`config.mk`:
```
export PLATFORM = sky130hd
export DESIGN_NAME = ppd_port_ctrl
export DESIGN_NICKNAME = d
export VERILOG_FILES = /design/src/design/ppd_port_ctrl.v /design/src/design/ppd_sync.v
export VERILOG_INCLUDE_DIRS = /design/src /design/src/design
export SDC_FILE = /design/constraint.sdc
export NUM_CORES = 1
export LEC_CHECK = 0
export BUFFER_PORTS_ARGS = -buffer_cell sky130_fd_sc_hd__buf_2
export CAP_MARGIN = 0
export CORE_MARGIN = 3
export CORE_UTILIZATION = 52
export DETAILED_ROUTE_END_ITERATION = 10
export GPL_TIMING_DRIVEN = 0
export PLACE_DENSITY = 0.79
export SKIP_LAST_GASP = 1
export SLEW_MARGIN = 20
export SYNTH_ARGS = -nofsm -noshare
export SYNTH_HDL_FRONTEND = slang
export SYNTH_SLANG_ARGS = --single-unit
```
`constraint.sdc`:
```
create_clock -name pclk -period 3.06 [get_ports pclk]
set_input_delay 0.459 -clock pclk [delete_from_list [all_inputs] [get_ports pclk]]
set_output_delay 0.459 -clock pclk [all_outputs]
set_load 0.005 [all_outputs]
```
`src/design/ppd_map.vh`:
```
`ifndef PPD_MAP_VH
`define PPD_MAP_VH

// ----------------------------------------------------------------------
// register indices (byte address = 4 * index)
// ----------------------------------------------------------------------
`define PPD_IDX_PORT_A_DATA      8'h00
`define PPD_IDX_PORT_B_DATA      8'h01
`define PPD_IDX_PORT_A_DIRECTION 8'h02
`define PPD_IDX_PORT_B_DIRECTION 8'h03
`define PPD_IDX_PORT_E_DATA      8'h08
`define PPD_IDX_PORT_E_DIRECTION 8'h09
`define PPD_IDX_PORT_E_ASSIGN    8'h0a
`define PPD_IDX_MODE_SELECT      8'h0b
`define PPD_IDX_PULL_CONTROL     8'h0c
`define PPD_IDX_REDUCED_DRIVE    8'h0d

// ----------------------------------------------------------------------
// pull_enable_control / reduced_drive_select fields
// ----------------------------------------------------------------------
`define PPD_BIT_PORT_K           7
`define PPD_BIT_PORT_E           4
`define PPD_BIT_PORT_B           1
`define PPD_BIT_PORT_A           0
`define PPD_PULL_MASK            8'h93
`define PPD_DRIVE_MASK           8'h93
`define PPD_PE_PULL_PINS         8'h9f
`define PPD_PE_RESET_PULL_PINS   8'h60

// ----------------------------------------------------------------------
// mode register: bits 7:5 select the operating mode
// ----------------------------------------------------------------------
`define PPD_MODE_LSB             5
`define PPD_MODE_MSB             7
`define PPD_MODE_MASK            8'he0
`define PPD_MODE_NORMAL_SINGLE   3'h4
`define PPD_MODE_SPECIAL_SINGLE  3'h0

// ----------------------------------------------------------------------
// reset values
// ----------------------------------------------------------------------
`define PPD_RST_PULL             8'h90
`define PPD_RST_DRIVE            8'h00
`define PPD_RST_MODE             8'h80
`define PPD_RST_ZERO             8'h00

`endif

```
`src/design/ppd_port_ctrl.v`:
```
// Functional notes
// - port k pull bit enables k input pulls
// - port e pull bit covers pins 7,4:0
// - port e pins 5,6 pulled only in reset
// - port b pull bit enables b input pulls
// - port a pull bit enables a input pulls
// - port a, b and e output pins never get a pull; port k pulls lag its direction by three edges
// - expanded modes hide registers, forward externally
// - reduced drive register always accessible when mapped
// - reduced drive applies whatever pin function
//
// Chosen here: the APB interface to the registers.
`timescale 1ns/1ps
`include "ppd_map.vh"

module ppd_port_ctrl #(
    parameter ADDR_W = 12
) (
    input  wire              pclk,
    input  wire              presetn,
    input  wire              psel,
    input  wire              penable,
    input  wire              pwrite,
    input  wire [ADDR_W-1:0] paddr,
    input  wire [31:0]       pwdata,
    input  wire [3:0]        pstrb,
    output reg  [31:0]       prdata,
    output reg               pready,
    output reg               pslverr,
    input  wire [7:0]        port_a_pin_in,
    input  wire [7:0]        port_b_pin_in,
    input  wire [7:0]        port_e_pin_in,
    input  wire [7:0]        port_k_direction,
    output reg  [7:0]        port_a_out,
    output reg  [7:0]        port_a_oe,
    output reg  [7:0]        port_b_out,
    output reg  [7:0]        port_b_oe,
    output reg  [7:0]        port_e_out,
    output reg  [7:0]        port_e_oe,
    output reg  [7:0]        port_a_pull,
    output reg  [7:0]        port_b_pull,
    output reg  [7:0]        port_e_pull,
    output reg  [7:0]        port_k_pull,
    output reg               reduced_drive_a,
    output reg               reduced_drive_b,
    output reg               reduced_drive_e,
    output reg               reduced_drive_k,
    output reg               ext_req,
    output reg  [ADDR_W-1:0] ext_addr,
    output reg               ext_write,
    output reg  [7:0]        ext_wdata,
    input  wire              ext_ack,
    input  wire [7:0]        ext_rdata
);

    // ------------------------------------------------------------------
    // state and registers
    // ------------------------------------------------------------------
    localparam ST_IDLE = 2'b00;
    localparam ST_EXT  = 2'b01;
    localparam ST_DONE = 2'b10;

    reg  [1:0] state;
    reg  [1:0] next_state;
    reg  [7:0] port_a_data;
    reg  [7:0] port_b_data;
    reg  [7:0] port_a_direction;
    reg  [7:0] port_b_direction;
    reg  [7:0] port_e_data;
    reg  [7:0] port_e_direction;
    reg  [7:0] port_e_assignment;
    reg  [7:0] operating_mode_select;
    reg  [7:0] pull_enable_control;
    reg  [7:0] reduced_drive_select;
    reg        in_reset;

    wire [7:0] pin_a_sync;
    wire [7:0] pin_b_sync;
    wire [7:0] pin_e_sync;
    wire [7:0] k_dir_sync;

    ppd_sync #(.WIDTH(32)) u_sync (
        .pclk    (pclk),
        .presetn (presetn),
        .din     ({port_a_pin_in, port_b_pin_in, port_e_pin_in, port_k_direction}),
        .dout    ({pin_a_sync, pin_b_sync, pin_e_sync, k_dir_sync})
    );

    // ------------------------------------------------------------------
    // decode
    // ------------------------------------------------------------------
    function is_single_chip;
        input [7:0] mode_reg;
        reg   [2:0] m;
        begin
            m = mode_reg[`PPD_MODE_MSB:`PPD_MODE_LSB];
            is_single_chip = (m == `PPD_MODE_NORMAL_SINGLE) ||
                             (m == `PPD_MODE_SPECIAL_SINGLE);
        end
    endfunction

    // pull drive for a port: requested only on pins that are inputs
    function [7:0] pull_for;
        input       enable;
        input [7:0] dir;
        begin
            pull_for = {8{enable}} & ~dir;
        end
    endfunction

    wire        word_ok  = (paddr[1:0] == 2'b00);
    wire [7:0]  reg_idx  = {2'b00, paddr[ADDR_W-1:2]} > 8'hff ? 8'hff :
                           paddr[9:2];
    wire        hi_zero  = (paddr[ADDR_W-1:10] == {(ADDR_W-10){1'b0}});
    wire        mapped_cfg = is_single_chip(operating_mode_select);
    wire        cfg_reg  = (reg_idx == `PPD_IDX_PULL_CONTROL) ||
                           (reg_idx == `PPD_IDX_REDUCED_DRIVE);
    wire        forward  = cfg_reg && !mapped_cfg && hi_zero && word_ok;
    wire        known    = hi_zero && word_ok && (
                           reg_idx == `PPD_IDX_PORT_A_DATA ||
                           reg_idx == `PPD_IDX_PORT_B_DATA ||
                           reg_idx == `PPD_IDX_PORT_A_DIRECTION ||
                           reg_idx == `PPD_IDX_PORT_B_DIRECTION ||
                           reg_idx == `PPD_IDX_PORT_E_DATA ||
                           reg_idx == `PPD_IDX_PORT_E_DIRECTION ||
                           reg_idx == `PPD_IDX_PORT_E_ASSIGN ||
                           reg_idx == `PPD_IDX_MODE_SELECT ||
                           (cfg_reg && mapped_cfg));
    wire        setup    = psel && !penable && state == ST_IDLE;
    wire        do_write = setup && pwrite && known && pstrb[0];

    reg [7:0] read_value;

    always @* begin
        read_value = 8'h00;
        case (reg_idx)
            `PPD_IDX_PORT_A_DATA:
                read_value = (port_a_data & port_a_direction) |
                             (pin_a_sync & ~port_a_direction);
            `PPD_IDX_PORT_B_DATA:
                read_value = (port_b_data & port_b_direction) |
                             (pin_b_sync & ~port_b_direction);
            `PPD_IDX_PORT_A_DIRECTION: read_value = port_a_direction;
            `PPD_IDX_PORT_B_DIRECTION: read_value = port_b_direction;
            `PPD_IDX_PORT_E_DATA:
                read_value = (port_e_data & port_e_direction) |
                             (pin_e_sync & ~port_e_direction);
            `PPD_IDX_PORT_E_DIRECTION: read_value = port_e_direction;
            `PPD_IDX_PORT_E_ASSIGN:    read_value = port_e_assignment;
            `PPD_IDX_MODE_SELECT:      read_value = operating_mode_select;
            `PPD_IDX_PULL_CONTROL:
                read_value = pull_enable_control & `PPD_PULL_MASK;
            `PPD_IDX_REDUCED_DRIVE:
                read_value = reduced_drive_select & `PPD_DRIVE_MASK;
            default:                   read_value = 8'h00;
        endcase
    end

    // ------------------------------------------------------------------
    // apb handshake; forwarded accesses wait for the external bus
    // ------------------------------------------------------------------
    always @* begin
        next_state = state;
        case (state)
            ST_IDLE:
                if (setup && forward) begin
                    next_state = ST_EXT;
                end else if (setup) begin
                    next_state = ST_DONE;
                end
            ST_EXT:
                if (ext_ack) begin
                    next_state = ST_DONE;
                end
            ST_DONE:
                next_state = ST_IDLE;
            default:
                next_state = ST_IDLE;
        endcase
    end

    always @(posedge pclk or negedge presetn) begin
        if (!presetn) begin
            state          <= ST_IDLE;
            pready         <= 1'b0;
            pslverr        <= 1'b0;
            prdata         <= 32'h0000_0000;
            ext_req        <= 1'b0;
            ext_addr       <= {ADDR_W{1'b0}};
            ext_write      <= 1'b0;
            ext_wdata      <= 8'h00;
        end else begin
            state   <= next_state;
            pready  <= 1'b0;
            pslverr <= 1'b0;
            if (setup && forward) begin
                ext_req   <= 1'b1;
                ext_addr  <= paddr;
                ext_write <= pwrite;
                ext_wdata <= pwdata[7:0];
            end
            if (state == ST_EXT && ext_ack) begin
                ext_req <= 1'b0;
                pready  <= 1'b1;
                prdata  <= ext_write ? 32'h0000_0000 : {24'h000000, ext_rdata};
                // the external byte goes straight to prdata, nothing else keeps it
            end
            if (setup && !forward) begin
                pready  <= 1'b1;
                pslverr <= !known;
                prdata  <= (known && !pwrite) ? {24'h000000, read_value} :
                           32'h0000_0000;
            end
        end
    end

    // ------------------------------------------------------------------
    // register writes
    // ------------------------------------------------------------------
    // writes land at the setup edge, so a local access needs no wait state;
    // forwarded addresses never reach these registers
    always @(posedge pclk or negedge presetn) begin
        if (!presetn) begin
            port_a_data           <= `PPD_RST_ZERO;
            port_b_data           <= `PPD_RST_ZERO;
            port_a_direction      <= `PPD_RST_ZERO;
            port_b_direction      <= `PPD_RST_ZERO;
            port_e_data           <= `PPD_RST_ZERO;
            port_e_direction      <= `PPD_RST_ZERO;
            port_e_assignment     <= `PPD_RST_ZERO;
            operating_mode_select <= `PPD_RST_MODE;
            pull_enable_control   <= `PPD_RST_PULL;
            reduced_drive_select  <= `PPD_RST_DRIVE;
        end else if (do_write) begin
            case (reg_idx)
                `PPD_IDX_PORT_A_DATA:      port_a_data <= pwdata[7:0];
                `PPD_IDX_PORT_B_DATA:      port_b_data <= pwdata[7:0];
                `PPD_IDX_PORT_A_DIRECTION: port_a_direction <= pwdata[7:0];
                `PPD_IDX_PORT_B_DIRECTION: port_b_direction <= pwdata[7:0];
                `PPD_IDX_PORT_E_DATA:      port_e_data <= pwdata[7:0];
                `PPD_IDX_PORT_E_DIRECTION: port_e_direction <= pwdata[7:0];
                `PPD_IDX_PORT_E_ASSIGN:    port_e_assignment <= pwdata[7:0];
                `PPD_IDX_MODE_SELECT:
                    operating_mode_select <= pwdata[7:0] & `PPD_MODE_MASK;
                `PPD_IDX_PULL_CONTROL:
                    pull_enable_control <= pwdata[7:0] & `PPD_PULL_MASK;
                `PPD_IDX_REDUCED_DRIVE:
                    reduced_drive_select <= pwdata[7:0] & `PPD_DRIVE_MASK;
                default: ;
            endcase
        end
    end

    // ------------------------------------------------------------------
    // pin control outputs
    // ------------------------------------------------------------------
    // in_reset stays high for the first edge after release so the
    // reset-only pulls on port e pins 5 and 6 are seen from reset onward
    always @(posedge pclk or negedge presetn) begin
        if (!presetn) begin
            in_reset        <= 1'b1;
            port_a_out      <= 8'h00;
            port_a_oe       <= 8'h00;
            port_b_out      <= 8'h00;
            port_b_oe       <= 8'h00;
            port_e_out      <= 8'h00;
            port_e_oe       <= 8'h00;
            port_a_pull     <= 8'h00;
            port_b_pull     <= 8'h00;
            port_e_pull     <= `PPD_PE_RESET_PULL_PINS;
            port_k_pull     <= 8'h00;
            reduced_drive_a <= 1'b0;
            reduced_drive_b <= 1'b0;
            reduced_drive_e <= 1'b0;
            reduced_drive_k <= 1'b0;
        end else begin
            in_reset    <= 1'b0;
            port_a_out  <= port_a_data;
            port_a_oe   <= port_a_direction;
            port_b_out  <= port_b_data;
            port_b_oe   <= port_b_direction;
            port_e_out  <= port_e_data;
            port_e_oe   <= port_e_direction;
            port_a_pull <= pull_for(pull_enable_control[`PPD_BIT_PORT_A],
                                    port_a_direction);
            port_b_pull <= pull_for(pull_enable_control[`PPD_BIT_PORT_B],
                                    port_b_direction);
            port_k_pull <= pull_for(pull_enable_control[`PPD_BIT_PORT_K],
                                    k_dir_sync);
            port_e_pull <= (pull_for(pull_enable_control[`PPD_BIT_PORT_E],
                                     port_e_direction) & `PPD_PE_PULL_PINS) |
                           ({8{in_reset}} & `PPD_PE_RESET_PULL_PINS);
            // drive strength follows the bit alone, whatever the pin carries
            reduced_drive_a <= reduced_drive_select[`PPD_BIT_PORT_A];
            reduced_drive_b <= reduced_drive_select[`PPD_BIT_PORT_B];
            reduced_drive_e <= reduced_drive_select[`PPD_BIT_PORT_E];
            reduced_drive_k <= reduced_drive_select[`PPD_BIT_PORT_K];
        end
    end

endmodule // ppd_port_ctrl

```
`src/design/ppd_sync.v`:
```
`timescale 1ns/1ps

// two-flop synchroniser for the external pin levels
module ppd_sync #(
    parameter WIDTH = 8
) (
    input  wire             pclk,
    input  wire             presetn,
    input  wire [WIDTH-1:0] din,
    output reg  [WIDTH-1:0] dout
);

    reg [WIDTH-1:0] stage1;

    always @(posedge pclk or negedge presetn) begin
        if (!presetn) begin
            stage1 <= {WIDTH{1'b0}};
            dout   <= {WIDTH{1'b0}};
        end else begin
            stage1 <= din;
            dout   <= stage1;
        end
    end

endmodule // ppd_sync

```
==> impl_results.rst <==
.. list-table::
   :header-rows: 1

   * - Metric
     - Value
   * - CTS tree
     - yes
   * - Maximum number of pins on one net before global-route repair
     - 105
   * - Final nets
     - 934
   * - Detailed-route wire length
     - 21.5 mm
   * - Setup repair after global routing missed its margin
     - false
   * - DRC violations left
     - 0
   * - Total of flip-flops plus latches after synthesis
     - 249
   * - Critical Path Sink Type
     - flip-flop
   * - Number of cells on the worst reg-to-reg path
     - 5
   * - Yosys Warn Count
     - 0
   * - Worst-Margin Slew
     - approximately 1100 ps
   * - Switching Share
     - 20.4%
   * - Timing-limited maximum frequency
     - 339 MHz
   * - First-pass GRT wire length
     - between 30 and 40 mm
   * - Syn Std Cell Area
     - 8940 um2
   * - Biggest regs
     - u_sync.dout (32), u_sync.stage1 (32), ext_addr (12)
   * - Buffers added on ports
     - 179
   * - Maximum buffer depth of the clock tree
     - 3
   * - Post-synth top area share
     - between 60 and 70%
   * - Top cells by area, synth
     - sky130_fd_sc_hd__dfrtp_1 68%, sky130_fd_sc_hd__mux2_2 8.8%, sky130_fd_sc_hd__nor2b_1 2.3%
   * - Die area
     - 18800 um2
   * - Power density relative to cell area
     - 598 nW/um2
   * - Sw Pwr
     - roughly 1.4 mW
   * - Ports
     - 234
   * - Antenna violation net count after detailed routing
     - 0
   * - Slew headroom
     - 27.1%
   * - Share of the clock period used by the worst path after layout
     - 96.3%
   * - Worst-case setup slack after placement
     - -495 ps
   * - Number of vias per cell after detailed routing
     - 5.27
   * - Number of optimization iterations in the first detailed-route pass
     - 5
   * - Maximum level of the CTS H-tree
     - 1
   * - Total CTS buffers
     - 25
   * - Worst path arrival time
     - approximately 3300 ps
   * - Overall power of the completed layout
     - 6.67 mW
   * - Number of pins with negative max-slew slack in the final report
     - 0
   * - Worst hold path class
     - in -> reg
   * - Routability cong.
     - 0.916
   * - Starting density of the core
     - a little over half
   * - Data required, critical path
     - 3440 ps
   * - Worst ir drop on vdd
     - ~0.00044 V
   * - Average detailed-routed wire length per instance
     - approximately 20 um
   * - Clock root buffer
     - sky130_fd_sc_hd__clkbuf_16
   * - Internal power
     - about 5.3 mW
   * - Row count
     - 47
   * - Maximum fanout along the worst path
     - 10
   * - Part of the total power dissipated in the clock network
     - a little under half
   * - Die outline height
     - between 100 and 150 um
   * - Count of routing violations after the opening detailed-route iteration
     - 461
   * - Total number of vias
     - 5686
   * - Status
     - finished, final reports clean
   * - Setup crit start kind
     - flip-flop
   * - Initial antenna violation count
     - 2
   * - Die X
     - 137 um
   * - Final critical delay including setup and external delays
     - 2950 ps
   * - Clock net sink count
     - around 250
   * - Setup Skew
     - around 16 ps
   * - Core Box Area
     - 16700 um2
   * - Area leader, netlist
     - sky130_fd_sc_hd__dfrtp_1
   * - Fraction of registers with async set or reset after synthesis
     - 100%
   * - Setup Crit Path Kind
     - reg -> reg
   * - Hold Path Depth
     - 1
   * - Total global routing track utilization
     - a little under a quarter
   * - Number of global-route vias before repair
     - 5742
   * - Comb power frac
     - 4.0%
   * - Detailed placer's ending HPWL
     - 14.7 mm
   * - Clock input transition at the sequential cells of the worst setup and hold paths
     - 60 ps
   * - Worst setup slack for register-to-register paths
     - between 100 and 150 ps
   * - Layout overhead on the synthesized area
     - 24.8%
   * - Worst skew pair latency
     - 510 ps
   * - Global route total overflow
     - 0
   * - Sequential cell area fraction in the yosys report
     - 69.8%
   * - Number of endpoints failing setup at the final stage
     - 0
   * - Number of enable flip-flop cells after synthesis
     - 0
   * - Static leakage power
     - around 6 nW
   * - Max-capacitance violation count
     - 0
   * - Worst-case hold slack
     - 52.3 ps
   * - Synthesized area per cell
     - approximately 15 um2
   * - Number of library cell types mapped by synthesis
     - 56
   * - Sequential share of power
     - roughly 50%
   * - Worst-case setup margin in the final layout
     - 114 ps
   * - Hold violation total from the final report
     - 0
   * - Gate Count Post-Synth
     - 606
   * - Main flop type after synthesis
     - sky130_fd_sc_hd__dfrtp_1
   * - Share of layout cells above drive strength 1
     - 39.4%
-- Yosys cell counts, types with 6 or more instances --
cell                       count
sky130_fd_sc_hd__nor2b_1      33
sky130_fd_sc_hd__o22ai_1       6
sky130_fd_sc_hd__and2_1        9
sky130_fd_sc_hd__buf_4        25
sky130_fd_sc_hd__nor2_1       18
sky130_fd_sc_hd__a21oi_1      19
sky130_fd_sc_hd__nand2_1      22
sky130_fd_sc_hd__clkbuf_1     14
sky130_fd_sc_hd__and3_1        7
sky130_fd_sc_hd__mux2i_1      17
sky130_fd_sc_hd__dfrtp_1     244
sky130_fd_sc_hd__mux2_1       16
sky130_fd_sc_hd__o21ai_0      12
sky130_fd_sc_hd__mux2_2       70
sky130_fd_sc_hd__nand2b_1      7
-- cell families after synthesis --
family | synth area share, %
AO/OA/AOI/OAI | 5.35
buffers and inverters | 3.08
flip-flops | 69.8
multiplexers | 12.7
other | 0.0420
AND/OR/NAND/NOR | 9.01
-- cells in the final DEF, fill, tap and decap left out, types with 4 or more instances in the layout --
cell type | synthesis | layout
sky130_fd_sc_hd__dfrtp_1 | 244 | 244
sky130_fd_sc_hd__buf_2 | 1 | 179
sky130_fd_sc_hd__mux2_2 | 70 | 70
sky130_fd_sc_hd__nor2b_1 | 33 | 33
sky130_fd_sc_hd__buf_4 | 25 | 27
sky130_fd_sc_hd__conb_1 | 1 | 25
sky130_fd_sc_hd__clkbuf_16 | 0 | 25
sky130_fd_sc_hd__nand2_1 | 22 | 22
sky130_fd_sc_hd__a21oi_1 | 19 | 19
sky130_fd_sc_hd__clkbuf_1 | 14 | 17
sky130_fd_sc_hd__mux2i_1 | 17 | 17
sky130_fd_sc_hd__nor2_1 | 18 | 16
sky130_fd_sc_hd__mux2_1 | 16 | 16
sky130_fd_sc_hd__o21ai_0 | 12 | 12
sky130_fd_sc_hd__and2_1 | 9 | 9
sky130_fd_sc_hd__nand2b_1 | 7 | 7
sky130_fd_sc_hd__and3_1 | 7 | 7
sky130_fd_sc_hd__o22ai_1 | 6 | 6
sky130_fd_sc_hd__nor3_1 | 5 | 5
sky130_fd_sc_hd__or2_2 | 5 | 5
sky130_fd_sc_hd__inv_1 | 5 | 5
sky130_fd_sc_hd__nor4_1 | 5 | 5
sky130_fd_sc_hd__nand3_1 | 5 | 5
sky130_fd_sc_hd__clkbuf_8 | 0 | 5
sky130_fd_sc_hd__dfstp_2 | 5 | 5
sky130_fd_sc_hd__clkinv_2 | 0 | 4
-- area by class of cell --
type / count / area, um2
repair buffers: 184 / 986
inverters: 5 / 18.8
clock buffers: 34 / 709
flip-flops and latches: 249 / 6240
plain buffers: 42 / 253
multi-input cells: 333 / 2550
diodes: 2 / 5.00
clock inverters: 9 / 125
well taps: 220 / 275
fillers: 1247 / 5540
-- timing repair --
item | 4_1_cts | 5_1_grt
buffers inserted | 2 | 0
gates resized for setup | 2 | 5
endpoints found under the hold margin | 45 | 0
endpoints found under the setup margin | 33 | 45
hold buffers | 1 | 0
pin swaps | 1 | 1
-- worst max-delay path, cell delays in order, from the launching register on --
cell and delay (ps):
sky130_fd_sc_hd__dfrtp_1 420, sky130_fd_sc_hd__or4b_1 580, sky130_fd_sc_hd__a2111oi_4 470, sky130_fd_sc_hd__nand3_4 250
sky130_fd_sc_hd__or3_1 670, sky130_fd_sc_hd__mux2_1 410
-- worst paths after layout --
kind | from | endpoint
max reg2reg | operating_mode_select[6] | port_a_direction[4]
min reg2reg | u_sync.stage1[20] | u_sync.dout[20]
max in group asynchronous | presetn | u_sync.dout[30]
min | port_k_direction[5] | u_sync.stage1[5]
min in group asynchronous | presetn | port_b_pull[2]
max | operating_mode_select[6] | port_a_direction[4]
-- power by group through the flow --
stage	sequential (mW)	combinational, mW	clock [mW]
floorplan	3.42	0.0978	0
global placement	3.42	0.253	0
detailed placement	3.42	0.266	0
CTS	3.36	0.269	3.11
global route	3.36	0.300	3.24
finish	3.36	0.269	3.04
-- through the flow --
stage / std cells / util, % / instance area [um2] / setup TNS (ps)
after floorplan: 630 / - / 9030 / 0
after global placement: 1029 / 61.1 / 10200 / -666390
after detailed placement: 1031 / 61.5 / 10300 / -20030
after CTS: 1077 / 66.7 / 11100 / -2240
after global routing: 1077 / 66.8 / 11200 / 0
final: 1078 / 66.8 / 11200 / 0
-- routing by layer --
layer	global-route usage, %	share of wire, %
met4	8.59	2.7
met2	35.7	48
met1	31.6	41
met5	0	0.061
met3	5.85	8.6
Power figures use the tool's default switching activity.
